`config.mk`:
```
export PLATFORM = sky130hd
export DESIGN_NAME = reset_init_sequencer
export DESIGN_NICKNAME = d
export VERILOG_FILES = /design/src/hdl/reset_init_pkg.sv /design/src/hdl/reset_init_sequencer.sv /design/src/hdl/pin_sync.sv
export VERILOG_INCLUDE_DIRS = /design/src /design/src/hdl
export SDC_FILE = /design/constraint.sdc
export NUM_CORES = 1
export LEC_CHECK = 0
export ABC_AREA = 1
export BUFFER_PORTS_ARGS = -buffer_cell sky130_fd_sc_hd__buf_2
export CORE_MARGIN = 2
export CORE_UTILIZATION = 45
export DETAILED_ROUTE_END_ITERATION = 7
export HOLD_SLACK_MARGIN = 0.15
export PLACE_DENSITY_LB_ADDON = 0.25
export SLEW_MARGIN = 20
export SYNTH_ARGS = -nofsm -noshare
export SYNTH_HDL_FRONTEND = slang
export SYNTH_SLANG_ARGS = --single-unit
```
`constraint.sdc`:
```
create_clock -name sys_clk_in -period 4.8 [get_ports sys_clk_in]
set_input_delay 0.96 -clock sys_clk_in [delete_from_list [all_inputs] [get_ports sys_clk_in]]
set_output_delay 0.96 -clock sys_clk_in [all_outputs]
set_load 0.05 [all_outputs]
```
`src/hdl/reset_init_defines.svh`:
```
// Purpose: constants of the reset initialization sequencer
// Assumes: sys_clk_in stands for the bus sync clock, 10 MHz
// Notes:   counts are in sys_clk_in cycles
`ifndef RESET_INIT_DEFINES_SVH
`define RESET_INIT_DEFINES_SVH

// ----------------------------------------------------------------
// clock and timing
// ----------------------------------------------------------------
`define RIS_CLK_MHZ        10
`define RIS_PLL_LOCK_US    100
// longest time, rounded down
`define RIS_PLL_CYC        (`RIS_PLL_LOCK_US * `RIS_CLK_MHZ)
`define RIS_DLL_MIN_CYC    17'd7680
`define RIS_DLL_MAX_CYC    17'd122880
`define RIS_HOLD_CYC       17'd512
`define RIS_GAP_CYC        17'd16
`define RIS_REQ_CYC        6'd32

// ----------------------------------------------------------------
// reset values and counter limits
// ----------------------------------------------------------------
`define RIS_RSRC_RST       3'h0
`define RIS_DIV_RST        1'h0
`define RIS_AGE_MAX        10'h3ff
`define RIS_GAP_MAX        5'h1f

`endif

```
`src/hdl/reset_init_pkg.sv`:
```
// Purpose: types of the reset initialization sequencer
// Assumes: nothing
// Notes:   one-hot state codes
package reset_init_pkg;

  typedef enum logic [6:0] {
    ST_POR  = 7'b0000001,
    ST_PLL  = 7'b0000010,
    ST_DLL  = 7'b0000100,
    ST_HOLD = 7'b0001000,
    ST_HREL = 7'b0010000,
    ST_RUN  = 7'b0100000,
    ST_SOFT = 7'b1000000
  } seq_state_type;

  typedef struct packed {
    seq_state_type st;
    logic [16:0]   cnt;
    logic [5:0]    hreq;
    logic [5:0]    sreq;
    logic          hard_oe;
    logic          soft_oe;
    logic          cfg_oe;
    logic          int_rst;
    logic [2:0]    rsrc;
    logic          div;
    logic          lock_err;
    logic [9:0]    hard_age;
    logic [9:0]    soft_age;
    logic [4:0]    gap;
  } seq_reg_type;

endpackage : reset_init_pkg

```
`src/hdl/reset_init_sequencer.sv`:
```
// Purpose: power-on and pin reset sequencing, config pin latching
// Assumes: sys_clk_in is the bus sync clock; pins are asynchronous
// Notes:   reset pins are open drain, active low
`timescale 1ns/1ps
`include "reset_init_defines.svh"

// Summary of operation
// - drive resets 512 cycles, soft 16 later
// - config pin drive off with hard reset
// - config drive resumes a cycle after release
// - allow 100 us for PLL lock
// - DLL lock between 7680 and 122880 cycles
// - divider config selects bus sync period
// - system bus clock from PLL ratio
module reset_init_sequencer
  import reset_init_pkg::*;
#(
  parameter logic [16:0] DLL_MIN_CYC = `RIS_DLL_MIN_CYC,
  parameter logic [16:0] DLL_MAX_CYC = `RIS_DLL_MAX_CYC
) (
  // clock and reset
  input  wire logic       sys_clk_in,
  input  wire logic       srst_in,
  // power-on reset pin
  input  wire logic       power_on_reset_n_in,
  // hard reset pin, open drain
  input  wire logic       hard_reset_n_in,
  output logic            hard_reset_n_out,
  output logic            hard_reset_n_oe_out,
  // soft reset pin, open drain
  input  wire logic       soft_reset_n_in,
  output logic            soft_reset_n_out,
  output logic            soft_reset_n_oe_out,
  // power-on config pins, two-way
  input  wire logic [2:0] reset_source_cfg_in,
  output logic      [2:0] reset_source_cfg_out,
  input  wire logic       input_clock_div_cfg_in,
  output logic            input_clock_div_cfg_out,
  output logic            cfg_oe_out,
  // lock indicators
  input  wire logic       pll_lock_in,
  input  wire logic       dll_lock_in,
  // internal side
  output logic            internal_reset_out,
  output logic            lock_timeout_out
);

  localparam logic [16:0] PLL_CYC = 17'(`RIS_PLL_CYC);

  // ----------------------------------------------------------------
  // helpers
  // ----------------------------------------------------------------
  function automatic logic [16:0] cnt_inc(input logic [16:0] c);
    cnt_inc = c + 17'd1;
  endfunction : cnt_inc

  function automatic logic [9:0] age_inc(input logic [9:0] a);
    age_inc = (a == `RIS_AGE_MAX) ? a : a + 10'd1;
  endfunction : age_inc

  function automatic logic [5:0] req_inc(input logic [5:0] r);
    req_inc = (r == `RIS_REQ_CYC) ? r : r + 6'd1;
  endfunction : req_inc

  // ----------------------------------------------------------------
  // pin synchronisers
  // ----------------------------------------------------------------
  logic [8:0] pins_s;
  logic       por_s;
  logic       hard_s;
  logic       soft_s;
  logic       pll_s;
  logic       dll_s;
  logic [2:0] rsrc_s;
  logic       div_s;

  pin_sync #(.WIDTH(9)) u_sync (
    .sys_clk_in (sys_clk_in),
    .srst_in    (srst_in),
    .rst_val_in (9'h00e),
    .async_in   ({reset_source_cfg_in, input_clock_div_cfg_in,
                  dll_lock_in, pll_lock_in, soft_reset_n_in,
                  hard_reset_n_in, power_on_reset_n_in}),
    .sync_out   (pins_s)
  );

  assign por_s  = pins_s[0];
  assign hard_s = pins_s[1];
  assign soft_s = pins_s[2];
  assign pll_s  = pins_s[3];
  assign dll_s  = pins_s[4];
  assign div_s  = pins_s[5];
  assign rsrc_s = pins_s[8:6];

  // ----------------------------------------------------------------
  // sequencer
  // ----------------------------------------------------------------
  seq_reg_type q;
  seq_reg_type d;

  always_comb begin
    d = q;
    d.cnt = cnt_inc(q.cnt);
    // request lengths, only while the pin is not our own drive
    d.hreq = (!q.hard_oe && !hard_s) ? req_inc(q.hreq) : 6'd0;
    d.sreq = (!q.soft_oe && !soft_s) ? req_inc(q.sreq) : 6'd0;
    d.hard_age = q.hard_oe ? age_inc(q.hard_age) : 10'd0;
    d.soft_age = q.soft_oe ? age_inc(q.soft_age) : 10'd0;
    d.gap = q.hard_oe ? 5'd0 :
            (q.gap == `RIS_GAP_MAX) ? q.gap : q.gap + 5'd1;
    unique case (q.st)
      ST_POR: begin
        // config follows the pins and freezes at release
        d.rsrc = rsrc_s;
        d.div  = div_s;
        d.cnt  = 17'd0;
        if (por_s) begin
          d.st = ST_PLL;
        end
      end
      ST_PLL: begin
        if (pll_s) begin
          d.st  = ST_DLL;
          d.cnt = 17'd0;
        end else if (q.cnt == PLL_CYC - 17'd1) begin
          d.st       = ST_DLL;
          d.cnt      = 17'd0;
          d.lock_err = 1'b1;
        end
      end
      ST_DLL: begin
        // counted in sys_clk_in cycles, the bus sync clock
        if (dll_s && q.cnt >= DLL_MIN_CYC - 17'd1) begin
          d.st  = ST_HOLD;
          d.cnt = 17'd0;
        end else if (q.cnt == DLL_MAX_CYC - 17'd1) begin
          d.st       = ST_HOLD;
          d.cnt      = 17'd0;
          d.lock_err = 1'b1;
        end
      end
      ST_HOLD: begin
        if (q.cnt == `RIS_HOLD_CYC - 17'd1) begin
          d.st      = ST_HREL;
          d.cnt     = 17'd0;
          d.hard_oe = 1'b0;
        end
      end
      ST_HREL: begin
        d.cfg_oe = 1'b1;
        if (q.cnt == `RIS_GAP_CYC - 17'd1) begin
          d.st      = ST_RUN;
          d.soft_oe = 1'b0;
          d.int_rst = 1'b0;
        end
      end
      ST_RUN: begin
        if (q.sreq == `RIS_REQ_CYC) begin
          d.st      = ST_SOFT;
          d.cnt     = 17'd0;
          d.soft_oe = 1'b1;
        end
      end
      ST_SOFT: begin
        if (q.cnt == `RIS_HOLD_CYC - 17'd1) begin
          d.st      = ST_RUN;
          d.soft_oe = 1'b0;
        end
      end
      default: begin
        d.st = ST_POR;
      end
    endcase
    // external hard reset restarts the drive phase
    if ((q.st == ST_RUN || q.st == ST_SOFT) &&
        q.hreq == `RIS_REQ_CYC) begin
      d.st      = ST_HOLD;
      d.cnt     = 17'd0;
      d.hard_oe = 1'b1;
      d.soft_oe = 1'b1;
      d.cfg_oe  = 1'b0;
      d.int_rst = 1'b1;
    end
    if (!por_s) begin
      d.st      = ST_POR;
      d.hard_oe = 1'b1;
      d.soft_oe = 1'b1;
      d.cfg_oe  = 1'b0;
      d.int_rst = 1'b1;
      d.lock_err = 1'b0;
    end
  end

  always_ff @(posedge sys_clk_in) begin
    if (srst_in) begin
      q          <= '0;
      q.st       <= ST_POR;
      q.hard_oe  <= 1'b1;
      q.soft_oe  <= 1'b1;
      q.int_rst  <= 1'b1;
      q.rsrc     <= `RIS_RSRC_RST;
      q.div      <= `RIS_DIV_RST;
    end else begin
      q <= d;
    end
  end

  // ----------------------------------------------------------------
  // outputs
  // ----------------------------------------------------------------
  assign hard_reset_n_out        = 1'b0;
  assign hard_reset_n_oe_out     = q.hard_oe;
  assign soft_reset_n_out        = 1'b0;
  assign soft_reset_n_oe_out     = q.soft_oe;
  assign reset_source_cfg_out    = q.rsrc;
  assign input_clock_div_cfg_out = q.div;
  assign cfg_oe_out              = q.cfg_oe;
  assign internal_reset_out      = q.int_rst;
  assign lock_timeout_out        = q.lock_err;

  // ----------------------------------------------------------------
  // checks
  // ----------------------------------------------------------------
  hard_hold_a: assert property (
    @(posedge sys_clk_in) disable iff (srst_in)
    $fell(q.hard_oe) |-> q.hard_age >= 10'd512)
    else $error("hard reset released too early");

  soft_hold_a: assert property (
    @(posedge sys_clk_in) disable iff (srst_in)
    $fell(q.soft_oe) |-> q.soft_age >= 10'd512)
    else $error("soft reset released too early");

  soft_gap_a: assert property (
    @(posedge sys_clk_in) disable iff (srst_in)
    $fell(q.soft_oe) |-> q.gap >= 5'd16)
    else $error("soft release too close to hard release");

  cfg_off_a: assert property (
    @(posedge sys_clk_in) disable iff (srst_in)
    q.hard_oe |-> !q.cfg_oe)
    else $error("config pins driven during hard reset");

  cfg_on_a: assert property (
    @(posedge sys_clk_in) disable iff (srst_in)
    $rose(q.cfg_oe) |-> !q.hard_oe && !$past(q.hard_oe))
    else $error("config drive resumed too early");

  cfg_latch_a: assert property (
    @(posedge sys_clk_in) disable iff (srst_in)
    (q.st != ST_POR) ##1 (q.st != ST_POR) |-> $stable(q.rsrc))
    else $error("latched config changed after release");

  pll_wait_a: assert property (
    @(posedge sys_clk_in) disable iff (srst_in)
    q.st == ST_PLL |-> q.cnt < PLL_CYC)
    else $error("pll wait exceeded");

  dll_min_a: assert property (
    @(posedge sys_clk_in) disable iff (srst_in)
    (q.st == ST_DLL) ##1 (q.st == ST_HOLD) |->
      $past(q.cnt) >= DLL_MIN_CYC - 17'd1)
    else $error("dll accepted too early");

  req_len_a: assert property (
    @(posedge sys_clk_in) disable iff (srst_in)
    (q.st == ST_RUN) ##1 (q.st == ST_SOFT) |-> $past(q.sreq) == 6'd32)
    else $error("soft request shorter than 32 cycles");

  int_rst_a: assert property (
    @(posedge sys_clk_in) disable iff (srst_in)
    !q.int_rst |-> (q.st == ST_RUN || q.st == ST_SOFT) && !q.hard_oe)
    else $error("internal reset released before sequence end");

endmodule : reset_init_sequencer

```
`src/hdl/pin_sync.sv`:
```
// Purpose: two flip-flop synchroniser for pin inputs
// Assumes: inputs are asynchronous to sys_clk_in
// Notes:   first stage feeds only the second
`timescale 1ns/1ps
module pin_sync #(
  parameter int WIDTH = 8
) (
  // clock and reset
  input  wire logic             sys_clk_in,
  input  wire logic             srst_in,
  input  wire logic [WIDTH-1:0] rst_val_in,
  // data
  input  wire logic [WIDTH-1:0] async_in,
  output logic      [WIDTH-1:0] sync_out
);

  logic [WIDTH-1:0] meta_q;
  logic [WIDTH-1:0] sync_q;

  always_ff @(posedge sys_clk_in) begin
    if (srst_in) begin
      meta_q <= rst_val_in;
      sync_q <= rst_val_in;
    end else begin
      meta_q <= async_in;
      sync_q <= meta_q;
    end
  end

  assign sync_out = sync_q;

endmodule : pin_sync

```
==> impl_metrics.toml <==
[run_status]
status = "finished clean"

[hold_path]
whs_path_depth = 2
holdPathEnd = "u_sync.sync_out[7]"
worstHoldPathType = "flip-flop to flip-flop"
worstHoldStart = "u_sync.meta_q[7]"

[synthesis]
synth.top_cell.area_share_pct = 45.0
synthMostInstantiatedCell = "nor2_1"
syn_area_per_cell_um2 = 7.42
synth_area_leaders = "dfxtp_1 (45%), nor2_1 (11%), inv_1 (7.2%)"
syn-cell-area_mm2 = 0.00280
yosys_warnings = 0
ys.flop_type = "dfxtp_1"
synth_cell_type_count = 27
synth-seq-cells = 63
yosys-top-cells-count = "nor2_1 (82), dfxtp_1 (63), inv_1 (54), nand2_1 (54), nand3_1 (22)"
synth_edf_count = 0
async_flop_share_pct = 0
netlist_instances = 378
synth_top_area_cell = "dfxtp_1"
yosysSeqAreaShare_pct = 45.0

[clocking]
htree_levels = 3
clkLatencyLatePin_ns = 0.34
cts_resized = 0
cts_setup_buffers = 0
cts_buffer_depth = 2
ctsHoldBuffers = 0
clk_pin_slew_ns = 0.07
root_buffer = "clkbuf_8"
cts_inserted_buffers = 9
cts_sinks = 63
cts_tree = "built"

[sta]
slew_headroom_pct = 63.4
rsz0062_at_grt = "no"
post-route-min-period_ns = 2.08
timing.final.ws_setup_ns = 2.72
final_hold_viol_count = 0
skew_ns = 0.0101
fin_tns_setup_ns = 0
drv_slew = 0
timing.fmax_mhz = 480
setup_viol = 0
tightest_slew_ns = 0.545
period_share_pct = 43.4

[die]
pin_count = 22
die_y_um = 82.9
die_area_mm2 = 0.00688
row_count = 28
die_width_um = 82.9
initial_utilization_pct = 47.1
fp.coreArea_mm2 = 0.00596

[grt]
grt_start_max_net_pins = 23
grt_pass1_wl_um = 9320
antenna_found_initial = 0
grt-busiest-layer = "met2"
gr-usage-met2_pct = 25.3
gr-total-overflow = 0
grt_util_all_layers_pct = 16.5
grt_use_met1_pct = 21.5
met3_usage_pct = 4.97
grt_pass1_vias = 2137

[cells_and_area]
diodes = 0
fin_cells = 481
syn_to_final_growth_pct = 12.0
fillers = 612
drive_above_1_share_pct = 11.8
nNetsFinal = 417

[power]
max-vdd-ir-drop_mv = 0.247
cellLeakagePower_nw = 1.30
power.density_mw_per_mm2 = 329

[worst_setup_path]
r2r-start = "q[46]"
crit_type = "flip-flop to flip-flop"
rr_worst_depth = 8
regToRegSetupSlack_ns = 2.72
crit_path_end_kind = "flip-flop"
r2r_end = "q[48]"
required_ns = 5.01
path_max_fanout = 17
critPathLaunchType = "flip-flop"
cp.arrival_ns = 2.30

[place]
placed_cells = 465
post-dp-hpwl_um = 3910
portBuffers = 19
pre_cts_ws_ns = 2.59
gp_congestion = 0.894

[route]
via_count = 2265
drt-pass1-iter-count = 4
wl_per_cell_um = 10.8
drt_wl_total_um = 5200
ant_nets = 0
drtIter0Drc = 117
routed_via_density = 4.71
drc_errors = 0

[run]
max-cap-violations = 0
critical path, cell delays in order, from the launching register on:
cell	delay (ns)
dfxtp_1	0.36
ha_1	0.26
nand3_2	0.17
nor3_2	0.23
a21oi_1	0.15
nor2_2	0.23
nand2_2	0.09
o21bai_4	0.39
nor2_1	0.08
final cells by class:
| cell class | instances | area (um^2) | share of cell area, % |
|---|---|---|---|
| clock buffer | 11 | 141 | 4.50 |
| clock inverter | 5 | 57.6 | 1.83 |
| inverter | 54 | 203 | 6.46 |
| multi-input combinational | 254 | 1290 | 41.0 |
| sequential | 63 | 1260 | 40.2 |
| tap | 75 | 93.8 | 2.99 |
| timing repair buffer | 19 | 95.1 | 3.03 |
worst max path at each step:
stage / startpoint / endpoint / slack, ns / cells past startpoint
floorplan: q[46] / q[52] / 3.03 / 11
global placement: srst_in / q[67] / 2.72 / 6
detailed placement: srst_in / q[67] / 2.59 / 6
CTS: q[46] / q[52] / 2.72 / 8
global route: q[46] / q[51] / 2.49 / 8
finish: q[46] / q[48] / 2.72 / 8
power breakdown:
| group | leakage, nW | total, mW | switching, mW | internal, mW |
|---|---|---|---|---|
| clock | 0.103 | 0.456 | 0.202 | 0.254 |
| sequential | 0.512 | 0.536 | 0.00321 | 0.532 |
| combinational | 0.687 | 0.0404 | 0.0278 | 0.0126 |
| total | 1.30 | 1.03 | 0.233 | 0.799 |
cells by family after synthesis:
family / count (synthesis) / synth area share (%)
DFF: 63 / 45.0
xor gates and xnor gates: 20 / 6.25
and+or+nand+nor: 198 / 31.3
other: 1 / 0.134
AOI/OAI and AO/OA: 29 / 5.85
adders and majority gates: 5 / 2.23
buffers and inverters: 62 / 9.24
flip-flops by register name, indices dropped and copies added, names as in the netlist:
register and count:
reset_source_cfg_out 3, internal_reset_out 1, input_clock_div_cfg_out 1, u_sync.sync_out 9
cfg_oe_out 1, u_sync.meta_q 9, q 36, soft_reset_n_oe_out 1
hard_reset_n_oe_out 1, lock_timeout_out 1
routing by layer:
layer  vias to the layer above  routed length, um  part of all wire [%]
met5                         -                  0                     0
met4                         0                 85                   1.6
met3                        10                166                   3.2
met2                        36               2360                    45
met1                       992               2580                    50
li1                       1227                  -                     -
placed cells by master (no fill, tap or decap):
master and n:
o21bai_4 1, nand2_2 1, nor2_1 82, ha_1 5
nor3_2 2, a21o_1 1, buf_2 19, xnor2_1 7
or2_2 6, nor2_2 1, and3_1 1, conb_1 2
nand3b_1 2, nand4_1 11, clkbuf_8 10, nand2_1 54
nor3_1 12, nand3_2 3, clkinv_4 2, xor2_1 13
o21ai_0 16, inv_1 54, a21oi_1 10, a21boi_0 1
dfxtp_1 63, clkinv_2 2, nor3b_1 1, nand3_1 22
clkbuf_1 1, bufinv_16 1
metrics by stage:
stage,instance area [um^2],hold WS [ns],power (mW),util [%]
2_1_floorplan,2810,0.388,0.581,-
3_3_place_gp,2940,0.391,0.587,49.4
3_5_place_dp,2940,0.393,0.588,49.4
4_1_cts,3140,0.403,1.04,52.7
5_1_grt,3140,0.417,1.07,52.7
6_report,3140,0.404,1.03,52.7
(Power assumes the default switching activity.)
